**src/shared/viu_consts.svh**
```systemverilog
`ifndef VIU_CONSTS_SVH
`define VIU_CONSTS_SVH
// register byte offsets on the bus
`define VIU_OFF_CPU_STATUS 8'h00
`define VIU_OFF_IRQ_STATUS 8'h04
`define VIU_OFF_PERIPH_EN 8'h08
`define VIU_OFF_PERIPH_FLAG 8'h0C
`define VIU_OFF_CORE_CTRL 8'h10
`define VIU_OFF_CORE_STAT 8'h14
`define VIU_ADDR_LSB 2
`define VIU_ADDR_MSB 7
// bit positions
`define VIU_BIT_GLINT_DIS 4
`define VIU_BIT_EXT 0
`define VIU_BIT_T0OVF 1
`define VIU_BIT_T0EDGE 2
`define VIU_BIT_PERIPH 3
`define VIU_BIT_RXFULL 0
`define VIU_BIT_TXEMPTY 1
`define VIU_BIT_CAPTURE_ONE 2
`define VIU_BIT_CAPTURE_TWO 3
`define VIU_BIT_TIMER_ONE 4
`define VIU_BIT_TIMER_TWO 5
`define VIU_BIT_TIMER_THREE 6
`define VIU_BIT_PORT_B_CHANGE 7
// reset values
`define VIU_RST_GLINT_DIS 1'h1
`define VIU_RST_PFLAG 8'h02
`define VIU_RST_PEN 8'h00
// vector addresses, parameters with plain defaults
`define VIU_VEC_EXT 16'h0008
`define VIU_VEC_T0OVF 16'h0010
`define VIU_VEC_T0EDGE 16'h0018
`define VIU_VEC_PERIPH 16'h0020
`define VIU_PC_W 16
`define VIU_STACK_DEPTH 16
`endif

```
**src/shared/viu_pkg.sv**
```systemverilog
package viu_pkg;
	typedef enum logic [1:0] {VIU_SRC_EXT, VIU_SRC_T0OVF, VIU_SRC_T0EDGE,
		VIU_SRC_PERIPH} viu_src_type;
	typedef enum {VIU_IDLE, VIU_DATA} viu_bus_state_type;
endpackage : viu_pkg

```
**src/shared/viu_stack_if.sv**
```systemverilog
`timescale 1ns/1ps
`include "viu_consts.svh"
// push/pop port between the controller and its return-address stack
interface viu_stack_if;
	logic push;
	logic pop;
	logic [`VIU_PC_W-1:0] push_data;
	logic [`VIU_PC_W-1:0] top_data;
	logic empty;
	logic full;
	modport ctrl (output push, output pop, output push_data, input top_data, input empty,
		input full);
	modport mem (input push, input pop, input push_data, output top_data, output empty,
		output full);
endinterface : viu_stack_if

```
**src/verilog/viu_stack.sv**
```systemverilog
`timescale 1ns/1ps
`include "viu_consts.svh"
// ----------------------------------------
// hardware return-address stack
// ----------------------------------------
module viu_stack #(
	parameter int DEPTH = `VIU_STACK_DEPTH
) (
	input wire logic clk,
	input wire logic reset_n,
	viu_stack_if.mem st
);
	localparam int PW = $clog2(DEPTH + 1);
	typedef struct packed {
		logic [DEPTH-1:0][`VIU_PC_W-1:0] mem;
		logic [PW-1:0] ptr;
		logic [`VIU_PC_W-1:0] top;
	} viu_stack_state_type;
	viu_stack_state_type st_r, st_nxt;

	// push stores at the pointer, pop hands back the top through a register
	always_comb begin
		st_nxt = st_r;
		if (st.push && st_r.ptr != PW'(DEPTH)) begin
			st_nxt.mem[st_r.ptr[PW-1:0]] = st.push_data;
			st_nxt.top = st.push_data;
			st_nxt.ptr = st_r.ptr + PW'(1);
		end else if (st.pop && st_r.ptr != '0) begin
			st_nxt.ptr = st_r.ptr - PW'(1);
			// top after pop: word below, stale when empty
			st_nxt.top = (st_r.ptr > PW'(1)) ? st_r.mem[st_r.ptr - PW'(2)] : st_r.top;
		end
	end

	always_ff @(posedge clk or negedge reset_n) begin
		if (!reset_n) begin
			st_r <= '0;
		end else begin
			st_r <= st_nxt;
		end
	end

	assign st.top_data = st_r.top;
	assign st.empty = (st_r.ptr == '0);
	assign st.full = (st_r.ptr == PW'(DEPTH));
endmodule : viu_stack

```
**src/verilog/viu_ctrl.sv**
```systemverilog
// Design decisions made here: the AHB-Lite slave port and the placing of the registers.
`timescale 1ns/1ps
`include "viu_consts.svh"
// ----------------------------------------
// register map, one aligned word each
// ----------------------------------------
// 0x00 cpu status: bit 4 global disable, set out of reset
// 0x04 irq status: [2:0] ext, overflow and edge flags, [3] peripheral pending, [7:4] enables
// 0x08 peripheral enable: one bit per peripheral flag
// 0x0C peripheral flag: 0 rx full, 1 tx empty, 2-3 captures, 4-6 timers, 7 port-b change
// 0x10 pc last handed to the core, read-only
// 0x14 stack full, stack empty and last vector source, read-only
// other offsets read zero and drop writes
// ----------------------------------------
// timing
// ----------------------------------------
// bus: zero wait states; read data is registered at the address phase, shown in the data phase
// bus: a write lands at the end of its data phase, so a read right behind it still returns the old value
// vector: taken at an instruction boundary; strobe and vector address one cycle later
// return: popped pc and cleared disable bit show one cycle after the return strobe
// pins: a filtered change reaches its flag three to four cycles after the pin moves
// event and software clear in one cycle: the event wins, so no request is lost
// stack: a vector waits while the stack is full rather than overwrite a return address
// core: the load strobe lasts one cycle and the core must take the pc then
// port-b: the eight pins share one flag, software compares levels to find the pin
// ----------------------------------------
// limitations
// ----------------------------------------
// rx full cannot be written by software; only the receive-empty input clears it
// a pin pulse of a single clock is dropped by the filters
// only htrans[1] is looked at, so sequential transfers act like nonsequential ones
// hsize is not checked; every access is taken as a whole word
// the ext pin flags on a falling edge, the timer-zero input on a rising edge
module viu_ctrl #(
	parameter logic [`VIU_PC_W-1:0] VEC_EXT = `VIU_VEC_EXT,
	parameter logic [`VIU_PC_W-1:0] VEC_T0OVF = `VIU_VEC_T0OVF,
	parameter logic [`VIU_PC_W-1:0] VEC_T0EDGE = `VIU_VEC_T0EDGE,
	parameter logic [`VIU_PC_W-1:0] VEC_PERIPH = `VIU_VEC_PERIPH,
	parameter int STACK_DEPTH = `VIU_STACK_DEPTH
) (
	input wire logic clk,
	input wire logic reset_n,
	// ahb-lite slave
	input wire logic hsel,
	input wire logic [31:0] haddr,
	input wire logic [1:0] htrans,
	input wire logic hwrite,
	input wire logic [2:0] hsize,
	input wire logic [31:0] hwdata,
	input wire logic hready,
	output logic [31:0] hrdata,
	output logic hreadyout,
	output logic hresp,
	// event sources
	input wire logic ext_irq_pin,
	input wire logic timer_zero_clock_input,
	input wire logic [7:0] port_b_change_pins,
	input wire logic timer_zero_ovf,
	input wire logic timer_one_ovf,
	input wire logic timer_two_ovf,
	input wire logic timer_three_ovf,
	input wire logic tx_empty_evt,
	input wire logic rx_full_evt,
	input wire logic capture_one_evt,
	input wire logic capture_two_evt,
	input wire logic rx_data_reg_empty,
	// core side
	input wire logic [`VIU_PC_W-1:0] core_pc,
	input wire logic core_insn_boundary,
	input wire logic return_from_irq_instr,
	output logic core_irq_req,
	output logic core_load_pc,
	output logic [`VIU_PC_W-1:0] core_pc_nxt,
	output viu_pkg::viu_src_type core_vec_src
);
	import viu_pkg::*;

	// ----------------------------------------
	// state
	// ----------------------------------------
	typedef struct packed {
		// three-flop pin synchronisers, newest sample in bit 0
		logic [2:0] ext_sync;
		logic [2:0] t0ck_sync;
		logic [7:0][2:0] pb_sync;
		// last agreed pin levels, the reference for edge detection
		logic ext_lvl;
		logic t0ck_lvl;
		logic [7:0] pb_lvl;
		// global disable and the flags of the three dedicated vectors
		logic glint_dis;
		logic [3:0] core_flag;
		// peripheral flags and enables, all behind the shared vector
		logic [7:0] pflag;
		logic [7:0] pen;
		// enables of the dedicated vectors; bit 3 is spare
		logic [3:0] core_en;
		// registered strobe, target pc and source toward the core
		logic load_pc;
		logic [`VIU_PC_W-1:0] pc_nxt;
		viu_src_type vec_src;
		// data phase: what the address phase captured
		viu_bus_state_type bst;
		logic bwrite;
		logic [5:0] baddr;
		logic [31:0] rdata;
	} viu_state_type;
	viu_state_type s_r, s_nxt;

	// ----------------------------------------
	// return-address stack
	// ----------------------------------------
	// a full stack holds off further vectors rather than lose the oldest return address
	// one push per vector and one pop per return, nothing else moves the pointer
	viu_stack_if stk ();

	viu_stack #(
		.DEPTH(STACK_DEPTH)
	) u_stack (
		.clk(clk),
		.reset_n(reset_n),
		.st(stk.mem)
	);

	// combinational helpers, all from registered state or same-clock inputs
	logic ext_stable, t0ck_stable;
	logic [7:0] pb_stable;
	logic [7:0] pb_s2;
	logic [3:0] core_pend;
	logic periph_pend;
	logic take;
	logic bus_go;
	logic [31:0] wd;

	// ----------------------------------------
	// pin filters: change counts once stages two and three agree
	// ----------------------------------------
	assign ext_stable = (s_r.ext_sync[1] == s_r.ext_sync[2]);
	assign t0ck_stable = (s_r.t0ck_sync[1] == s_r.t0ck_sync[2]);
	genvar gi;
	for (gi = 0; gi < 8; gi++) begin : g_pb
		// a level only moves once two samples in a row agree, so a glitch is dropped
		assign pb_stable[gi] = (s_r.pb_sync[gi][1] == s_r.pb_sync[gi][2]);
		assign pb_s2[gi] = s_r.pb_sync[gi][2];
	end

	// ----------------------------------------
	// pending terms and vector take
	// ----------------------------------------
	// a return strobe blocks a new vector in the same cycle, so the stack is never
	// pushed and popped together
	// pending terms, peripheral enable gates each flag
	assign periph_pend = |(s_r.pflag & s_r.pen);
	assign core_pend = {periph_pend, s_r.core_flag[2:0] & s_r.core_en[2:0]};
	// only at an instruction boundary, so a two-cycle instruction delays by one
	assign take = !s_r.glint_dis && core_insn_boundary && !return_from_irq_instr
		&& (|core_pend) && !stk.full;
	assign core_irq_req = !s_r.glint_dis && (|core_pend);
	assign bus_go = hsel && hready && htrans[1];
	assign wd = hwdata;

	// ----------------------------------------
	// next state
	// ----------------------------------------
	always_comb begin
		// every field but load_pc, bst and the synchronisers holds unless a branch below moves it
		s_nxt = s_r;
		s_nxt.load_pc = 1'b0;
		// three-stage synchronisers
		s_nxt.ext_sync = {s_r.ext_sync[1:0], ext_irq_pin};
		s_nxt.t0ck_sync = {s_r.t0ck_sync[1:0], timer_zero_clock_input};
		for (int i = 0; i < 8; i++) begin
			s_nxt.pb_sync[i] = {s_r.pb_sync[i][1:0], port_b_change_pins[i]};
		end
		// filtered levels follow stage three only once stages two and three agree
		if (ext_stable) begin
			s_nxt.ext_lvl = s_r.ext_sync[2];
		end
		if (t0ck_stable) begin
			s_nxt.t0ck_lvl = s_r.t0ck_sync[2];
		end
		for (int i = 0; i < 8; i++) begin
			if (pb_stable[i]) begin
				s_nxt.pb_lvl[i] = s_r.pb_sync[i][2];
			end
		end

		// software writes in the data phase; hardware sets come later and win
		if (s_r.bst == VIU_DATA && s_r.bwrite) begin
			case ({s_r.baddr, 2'b00})
				`VIU_OFF_CPU_STATUS: s_nxt.glint_dis = wd[`VIU_BIT_GLINT_DIS];
				// software may set or clear the dedicated flags here
				`VIU_OFF_IRQ_STATUS: begin
					s_nxt.core_flag[2:0] = wd[2:0];
					s_nxt.core_en = wd[7:4];
				end
				`VIU_OFF_PERIPH_EN: s_nxt.pen = wd[7:0];
				// rx full stays hardware owned, read-only for software
				`VIU_OFF_PERIPH_FLAG: s_nxt.pflag[7:1] = wd[7:1];
				default: ;
			endcase
		end

		// vector response: disable, push, load pc
		if (take) begin
			s_nxt.glint_dis = 1'b1;
			s_nxt.load_pc = 1'b1;
			// fixed priority: ext pin, timer-zero overflow, timer-zero edge, peripherals
			if (core_pend[`VIU_BIT_EXT]) begin
				s_nxt.vec_src = VIU_SRC_EXT;
				s_nxt.pc_nxt = VEC_EXT;
				s_nxt.core_flag[`VIU_BIT_EXT] = 1'b0;
			end else if (core_pend[`VIU_BIT_T0OVF]) begin
				s_nxt.vec_src = VIU_SRC_T0OVF;
				s_nxt.pc_nxt = VEC_T0OVF;
				s_nxt.core_flag[`VIU_BIT_T0OVF] = 1'b0;
			end else if (core_pend[`VIU_BIT_T0EDGE]) begin
				s_nxt.vec_src = VIU_SRC_T0EDGE;
				s_nxt.pc_nxt = VEC_T0EDGE;
				s_nxt.core_flag[`VIU_BIT_T0EDGE] = 1'b0;
			end else begin
				// flags stay set, the handler polls them
				s_nxt.vec_src = VIU_SRC_PERIPH;
				s_nxt.pc_nxt = VEC_PERIPH;
			end
		end else if (return_from_irq_instr && !stk.empty) begin
			// pc back from the stack, disable bit cleared in the same edge
			s_nxt.glint_dis = 1'b0;
			s_nxt.load_pc = 1'b1;
			s_nxt.pc_nxt = stk.top_data;
		end

		// rx full clears once the receive data register is drained
		if (rx_data_reg_empty) begin
			s_nxt.pflag[`VIU_BIT_RXFULL] = 1'b0;
		end

		// event sets ignore enables and disable bit, and beat any clear
		if (ext_stable && !s_r.ext_sync[2] && s_r.ext_lvl) begin
			s_nxt.core_flag[`VIU_BIT_EXT] = 1'b1; // falling edge on the pin
		end
		if (timer_zero_ovf) begin
			s_nxt.core_flag[`VIU_BIT_T0OVF] = 1'b1;
		end
		if (t0ck_stable && s_r.t0ck_sync[2] && !s_r.t0ck_lvl) begin
			s_nxt.core_flag[`VIU_BIT_T0EDGE] = 1'b1; // rising edge
		end
		if (rx_full_evt) begin
			s_nxt.pflag[`VIU_BIT_RXFULL] = 1'b1;
		end
		if (tx_empty_evt) begin
			s_nxt.pflag[`VIU_BIT_TXEMPTY] = 1'b1;
		end
		// port-b flags any filtered change on any of its eight pins
		if (|(pb_stable & (pb_s2 ^ s_r.pb_lvl))) begin
			s_nxt.pflag[`VIU_BIT_PORT_B_CHANGE] = 1'b1;
		end
		// captures and timer overflows are same-clock pulses, no filter needed
		if (timer_three_ovf) begin
			s_nxt.pflag[`VIU_BIT_TIMER_THREE] = 1'b1;
		end
		if (timer_two_ovf) begin
			s_nxt.pflag[`VIU_BIT_TIMER_TWO] = 1'b1;
		end
		if (timer_one_ovf) begin
			s_nxt.pflag[`VIU_BIT_TIMER_ONE] = 1'b1;
		end
		if (capture_two_evt) begin
			s_nxt.pflag[`VIU_BIT_CAPTURE_TWO] = 1'b1;
		end
		if (capture_one_evt) begin
			s_nxt.pflag[`VIU_BIT_CAPTURE_ONE] = 1'b1;
		end

		// ahb-lite address phase capture and read data register
		s_nxt.bst = VIU_IDLE;
		if (bus_go) begin
			s_nxt.bst = VIU_DATA;
			s_nxt.bwrite = hwrite;
			s_nxt.baddr = haddr[`VIU_ADDR_MSB:`VIU_ADDR_LSB];
			// built from the state before this edge, so a write still in its data phase is not yet seen
			s_nxt.rdata = '0;
			case ({haddr[`VIU_ADDR_MSB:`VIU_ADDR_LSB], 2'b00})
				`VIU_OFF_CPU_STATUS: s_nxt.rdata[`VIU_BIT_GLINT_DIS] = s_r.glint_dis;
				`VIU_OFF_IRQ_STATUS: s_nxt.rdata[7:0] = {s_r.core_en,
					periph_pend, s_r.core_flag[2:0]};
				`VIU_OFF_PERIPH_EN: s_nxt.rdata[7:0] = s_r.pen;
				`VIU_OFF_PERIPH_FLAG: s_nxt.rdata[7:0] = s_r.pflag;
				`VIU_OFF_CORE_CTRL: s_nxt.rdata[`VIU_PC_W-1:0] = s_r.pc_nxt;
				`VIU_OFF_CORE_STAT: s_nxt.rdata[3:0] = {stk.full, stk.empty,
					s_r.vec_src};
				default: s_nxt.rdata = '0; // unmapped reads zero, writes dropped
			endcase
		end
	end

	// ----------------------------------------
	// registers
	// ----------------------------------------
	// the disable bit comes out of reset set, so nothing vectors before software is ready
	always_ff @(posedge clk or negedge reset_n) begin
		if (!reset_n) begin
			s_r <= '0;
			s_r.glint_dis <= `VIU_RST_GLINT_DIS;
			s_r.pflag <= `VIU_RST_PFLAG;
			s_r.pen <= `VIU_RST_PEN;
		end else begin
			s_r <= s_nxt;
		end
	end

	// stack pushes the interrupted pc, pops on return
	assign stk.push = take;
	assign stk.push_data = core_pc;
	assign stk.pop = return_from_irq_instr && !take;

	// ----------------------------------------
	// outputs
	// ----------------------------------------
	// zero wait states and an always-okay response keep the bus side simple
	// load strobe, target and source are registered, so the strobe and target never glitch; core_irq_req is combinational
	assign hrdata = s_r.rdata;
	assign hreadyout = 1'b1;
	assign hresp = 1'b0;
	assign core_load_pc = s_r.load_pc;
	assign core_pc_nxt = s_r.pc_nxt;
	assign core_vec_src = s_r.vec_src;
	// periph_pend shows in irq status bit 3 for the handler
endmodule : viu_ctrl

```
**config.mk**
```make
export PLATFORM = sky130hd
export DESIGN_NAME = viu_ctrl
export DESIGN_NICKNAME = d
export VERILOG_FILES = /design/src/shared/viu_pkg.sv /design/src/shared/viu_stack_if.sv /design/src/verilog/viu_stack.sv /design/src/verilog/viu_ctrl.sv
export VERILOG_INCLUDE_DIRS = /design/src /design/src/shared
export SDC_FILE = /design/constraint.sdc
export NUM_CORES = 1
export LEC_CHECK = 0
export BUFFER_PORTS_ARGS = -buffer_cell sky130_fd_sc_hd__buf_2
export CAP_MARGIN = 20
export CELL_PAD_IN_SITES_DETAIL_PLACEMENT = 2
export CELL_PAD_IN_SITES_GLOBAL_PLACEMENT = 2
export CORE_ASPECT_RATIO = 1.25
export CORE_UTILIZATION = 25
export DETAILED_ROUTE_END_ITERATION = 6
export GPL_ROUTABILITY_DRIVEN = 0
export PLACE_DENSITY = 0.59
export SLEW_MARGIN = 20
export SYNTH_ARGS = -nofsm -noshare
export SYNTH_HDL_FRONTEND = slang
export SYNTH_SLANG_ARGS = --single-unit
```
**constraint.sdc**
```tcl
create_clock -name clk -period 2.72 [get_ports clk]
set_input_delay 0.272 -clock clk [delete_from_list [all_inputs] [get_ports clk]]
set_output_delay 0.272 -clock clk [all_outputs]
set_load 0.05 [all_outputs]
```
======== Yosys cells after proc, flatten, opt, wreduce, memory -nomap -nowiden ========
Cells that the tools add are included.
word-level totals
  output and inout bits ................... 54
  register bits after elaboration ......... 415
  input port bits ......................... 111
  logic and storage cells ................. 194
cells by class
  reduce and logical (&&, ||, !) cells .... 62
  $lt $le $gt $ge ......................... 4
  bitwise gates (word level) .............. 4
  add/sub/neg operators ................... 3
  multiplexer cells ....................... 43
  equality and inequality tests ........... 21
operators by type and width
  cell                                                                    count
  256-bit bitwise mux                                                     1
  16-bit binary-select mux with 4-bit select                              1
  16-bit demux with 4-bit select                                          1
  16-bit two-way mux                                                      3
  21-bit two-way mux                                                      2
  40-bit two-way mux                                                      1
  18-bit two-way mux                                                      2
  2-bit nonzero test                                                      18
  17-bit two-way mux                                                      2
  32-bit by 2-bit equality test with 1-bit output, second input constant  1
  6-bit by 2-bit equality test with 1-bit output, second input constant   4
  2-bit AND reduction                                                     11
  1-bit two-way mux                                                       20
  4-bit case mux with 5 select lines                                      1
  1-bit logical AND                                                       17
  8-bit bitwise AND                                                       2
  8-bit two-way mux                                                       2
  8-bit OR reduction                                                      2
  6-bit by 1-bit equality test with 1-bit output, second input constant   2
  6-bit by 3-bit equality test with 1-bit output, second input constant   2
  6-bit zero test                                                         2
  3-bit case mux with 4 select lines                                      1
  11-bit OR reduction                                                     1
  1-bit equality test                                                     10
  other kinds (19)                                                        28

======== Longest topological paths before layout ========
  depth in word-level cells ............... 10
  depth in mapped cells ................... 13
  depth with buffers taken out ............ 8

======== Modules after synthesis ========
A second synthesis with hierarchy kept.
second synthesis, totals
  cell total of the unflattened synthesis .. 1259
  area, all modules ....................... 17996.0 um2
by module, submodules not included
  module     seq. area each (um2)  instances  cells each  area an instance (um2)
  viu_stack  6931.6                1          851         13242.7
  viu_ctrl   2680.1                1          408         4753.3

======== Worst setup path after synthesis ========
OpenSTA, ideal clock, no wires.
  kind .................................... register to register
  start ................................... reg u_stack.st_r[17] (netlist bit)
  end ..................................... reg u_stack.st_r, in the netlist u_stack.st.top_data[10]
  setup time .............................. 0.071 ns
  clock period less this slack ............ 2.888 ns
  required time ........................... 2.649 ns
  setup slack ............................. -0.168 ns
  path buffers ............................ 5
  arrival time ............................ 2.817 ns
  cell stages (with the launch flop) ...... 13
  path through ............................ dfrtp_1 > buf_2 > buf_2 > buf_2 > inv_1 > ha_1 > clkbuf_1 > nand2b_1 > a21boi_0 > nor4b_2 > clkbuf_1 > a22oi_1 > nand4_1
between the ends
  word-level cells in the longest chain between the ends .. 8
  elaborated cells between the ends (all ways) .. 19
  classes of those cells .................. add/sub: 1; order compare: 1; eq/ne: 2; mux: 5; reduce/logical: 10
ends and longest elaborated chain
  what                                                                                                 RTL line         source
  from (decl)                                                                                          viu_stack.sv:19  viu_stack_state_type st_r, st_nxt;
  from (signal assigned)                                                                               viu_stack.sv:39  st_r <= st_nxt;
  parallel branches: the longest is 8 deep, another holds 5-bit by 2-bit subtractor with 5-bit output  --
Parallel ways; which one is timed is not known. The select of a mux whose other input is x is not followed.
A chain may end at the register's enable or synchronous reset.

======== Worst setup path in the final report ========
  start ................................... reg u_stack.st_r[17] (netlist bit)
  end ..................................... reg u_stack.st_r, in the netlist u_stack.st.top_data[11]
Same word-level chain as after synthesis.

==> results_dict.tcl <==
set metrics [dict create \
    status "completed" \
    io_pins 165 \
    setup_viol 0 \
    synth_top_area_cell "dfrtp_1" \
    ys_top_cells_by_count "dfrtp_1, mux2_2, nand2_1, mux2i_1, buf_4" \
    drc 0 \
    htree_levels 2 \
    worstSetupStartpoint "u_stack.st_r[17]$_DFFE_PN0P_" \
    area_growth_pct 18.2 \
    first_global_vias 12500 \
    cp.arrival_ns 3.01 \
    total_power_mw 21.1 \
    cts_root_buffer "clkbuf_16" \
    r2r_cells 7 \
    vias_per_cell 4.65 \
    hold_depth 3 \
    met3_usage_pct 1.96 \
    fin_skew_ns 0.0230 \
    wl_mm 50.5 \
    r2r-end "u_stack.st.top_data[11]$_DFFE_PN0P_" \
    track_usage_pct 14.5 \
    pre_cts_ws_ns 0.112 \
    die_h_um 297 \
    wl_per_cell_um 21.4 \
    io_buffers 92 \
    worstPathMaxFanout 16 \
    drive_gt1_share_pct 37.6 \
    synth_edf_count 0 \
    synth_cells 1298 \
    grt_max_degree 78 \
    rows 107 \
    drv_cap 0 \
    hold_path_end "s_r[95]$_DFFE_PN0P_" \
    overflow 0 \
    first_iter_violations 380 \
    period_minus_slack_ns 2.52 \
    core_sq_um 68500 \
    syn_avg_cell_area_sq_um 13.4 \
    grt_pass1_wl_mm 78.4 \
    worstSetupPathType "register to register" \
    peakVddDrop_v 0.000523 \
    clk_pin_slew_ns 0.06 \
    cts.sinks 384 \
    postCtsSetupBuffers 0 \
    grt_antenna_before_repair 3 \
    final_net_count 1531 \
    use_met1_pct 17.5 \
    synth_flop_cell "dfrtp_1" \
    hold_viol_final 0 \
    async_reset_ff_share_pct 100 \
    yosys.area.top_type_share_pct 54.9 \
    rsz0062_at_grt "no" \
    dr.pass1.iters 6 \
    ys_top_cells_by_area "dfrtp_1, mux2_2, mux4_2" \
    ys_ff_latch 384 \
    num_vias 11000 \
    synth_most_common_cell "dfrtp_1" \
    cp-end-kind "register" \
    clk_path_buf_depth 3 \
    insertion_delay_ns 0.58 \
    hpwl_mm 34.5 \
    post-route-period-util_pct 92.6 \
    cts_tree "built" \
    yosysUniqueCellTypes 66 \
    powerDensity_nw_per_um2 1020 \
    design.die.area_sq_um 70700 \
    setup_tns_ns 0 \
    worstSetupStartpointType "register" \
    syn_area_sq_um 17400 \
    fillers 7249 \
    initial_core_util_pct 25.4 \
    ys_seq_area_share_pct 55.2 \
    r2r-start "u_stack.st_r[17]$_DFFE_PN0P_" \
    drtAntennaViolNets 0 \
    grt_busiest_layer "met2" \
    layout_setup_ws_ns 0.201 \
    whs_ns 0.0266 \
    yosys_warnings 0 \
    hold_path.class "input pin to register" \
    met2_usage_pct 26.1 \
    tightestPinTransition_ns 0.986 \
    hold_path_startpoint "hwdata[1]" \
    reg2reg_slack_ns 0.20 \
    cts_buffers 42 \
    fmax_mhz 397 \
    fp.dieW_um 238 \
    slew_viol_final 0 \
    total_leakage_power_nw 9.79 \
    slew_headroom_pct 34.1 \
    required_ns 3.21 \
]
placed cells by master (no fill, tap or decap), types with 18 or more instances in the layout:
cell             n
nor2_1          26
dlygate4sd3_1   29
buf_2           91
nand3_1         44
nand2_1         96
clkbuf_16       43
mux4_2          33
mux2i_1         69
o21ai_0         25
a22o_1          19
mux2_2         253
buf_4           57
dfrtp_1        381
a22oi_1         55
conb_1          18
per-stage QoR:
step	utilization [%]	instance area [sq um]	instances
after floorplan	-	17500	1314
after global placement	27.7	19000	2263
after detailed placement	27.7	19000	2263
after CTS	30.0	20600	2363
after global routing	30.0	20600	2363
final	30.0	20600	2365
how the worst max path moves through the flow:
stage,depth (start not counted),end
after floorplan,13,u_stack.st_r[154]$_DFFE_PN0P_
after global placement,7,u_stack.st.top_data[0]$_DFFE_PN0P_
after detailed placement,7,u_stack.st.top_data[7]$_DFFE_PN0P_
after CTS,7,u_stack.st.top_data[7]$_DFFE_PN0P_
after global routing,7,u_stack.st.top_data[11]$_DFFE_PN0P_
final,7,u_stack.st.top_data[11]$_DFFE_PN0P_
metal layers:
metal / share of wire (%) / vias up
met5: 0.095 / -
met3: 3.0 / 91
met2: 52 / 180
met4: 3.3 / 6
li1: - / 4867
met1: 42 / 5844
critical path, cell delays in order, from the launching register on:
cell      delay (ns)
dfrtp_4         0.43
inv_1           0.10
ha_1            0.24
nor4b_1         0.17
nand2b_2        0.31
nor3_4          0.80
a22oi_1         0.24
nand4_1         0.16
cell type report:
type	count	area, sq um	area share, %
repair buffers	188	1390	6.75
inverters	18	67.6	0.328
clock inverters	6	48.8	0.237
multi-input cells	776	7060	34.3
flip-flops and latches	384	9620	46.7
clock buffers	65	1250	6.07
well taps	926	1160	5.63
diodes	2	5.00	0.0243
power breakdown:
group          total [mW]  internal, mW  switching, mW
Combinational        7.16          3.29           3.87
Clock                5.51          3.15           2.35
Sequential           8.41          7.38           1.02
Total                21.1          13.8           7.24
cell families (layout without fill, tap and decap cells):
kind of cell             after synthesis  count (layout)  share of synthesized area [%]
other                                  2              20                         0.0431
XOR/XNOR                               5               5                          0.295
multiplexers                         365             365                           25.4
AO/OA/AOI/OAI                        137             137                           5.73
buffers and inverters                154             277                           4.95
adder cells (fa/ha/maj)               18              18                           1.18
flip-flops                           384             384                           55.2
AND/OR/NAND/NOR                      233             233                           7.18
what timing repair did:
item / in CTS / in global routing
endpoints found under the setup margin: 0 / 3
endpoints found under the hold margin: 72 / 0
resized for setup: 0 / 1
hold buffers: 29 / 0
state kept, by name (all words and copies together) (netlist names):
| signal | count |
|---|---|
| core_load_pc | 1 |
| core_pc_nxt | 16 |
| core_vec_src | 2 |
| hrdata | 16 |
| pb_s2 | 8 |
| s_nxt | 20 |
| s_r | 44 |
| u_stack.st.top_data | 16 |
| u_stack.st_r | 261 |
Power figures use the tool's default switching activity.
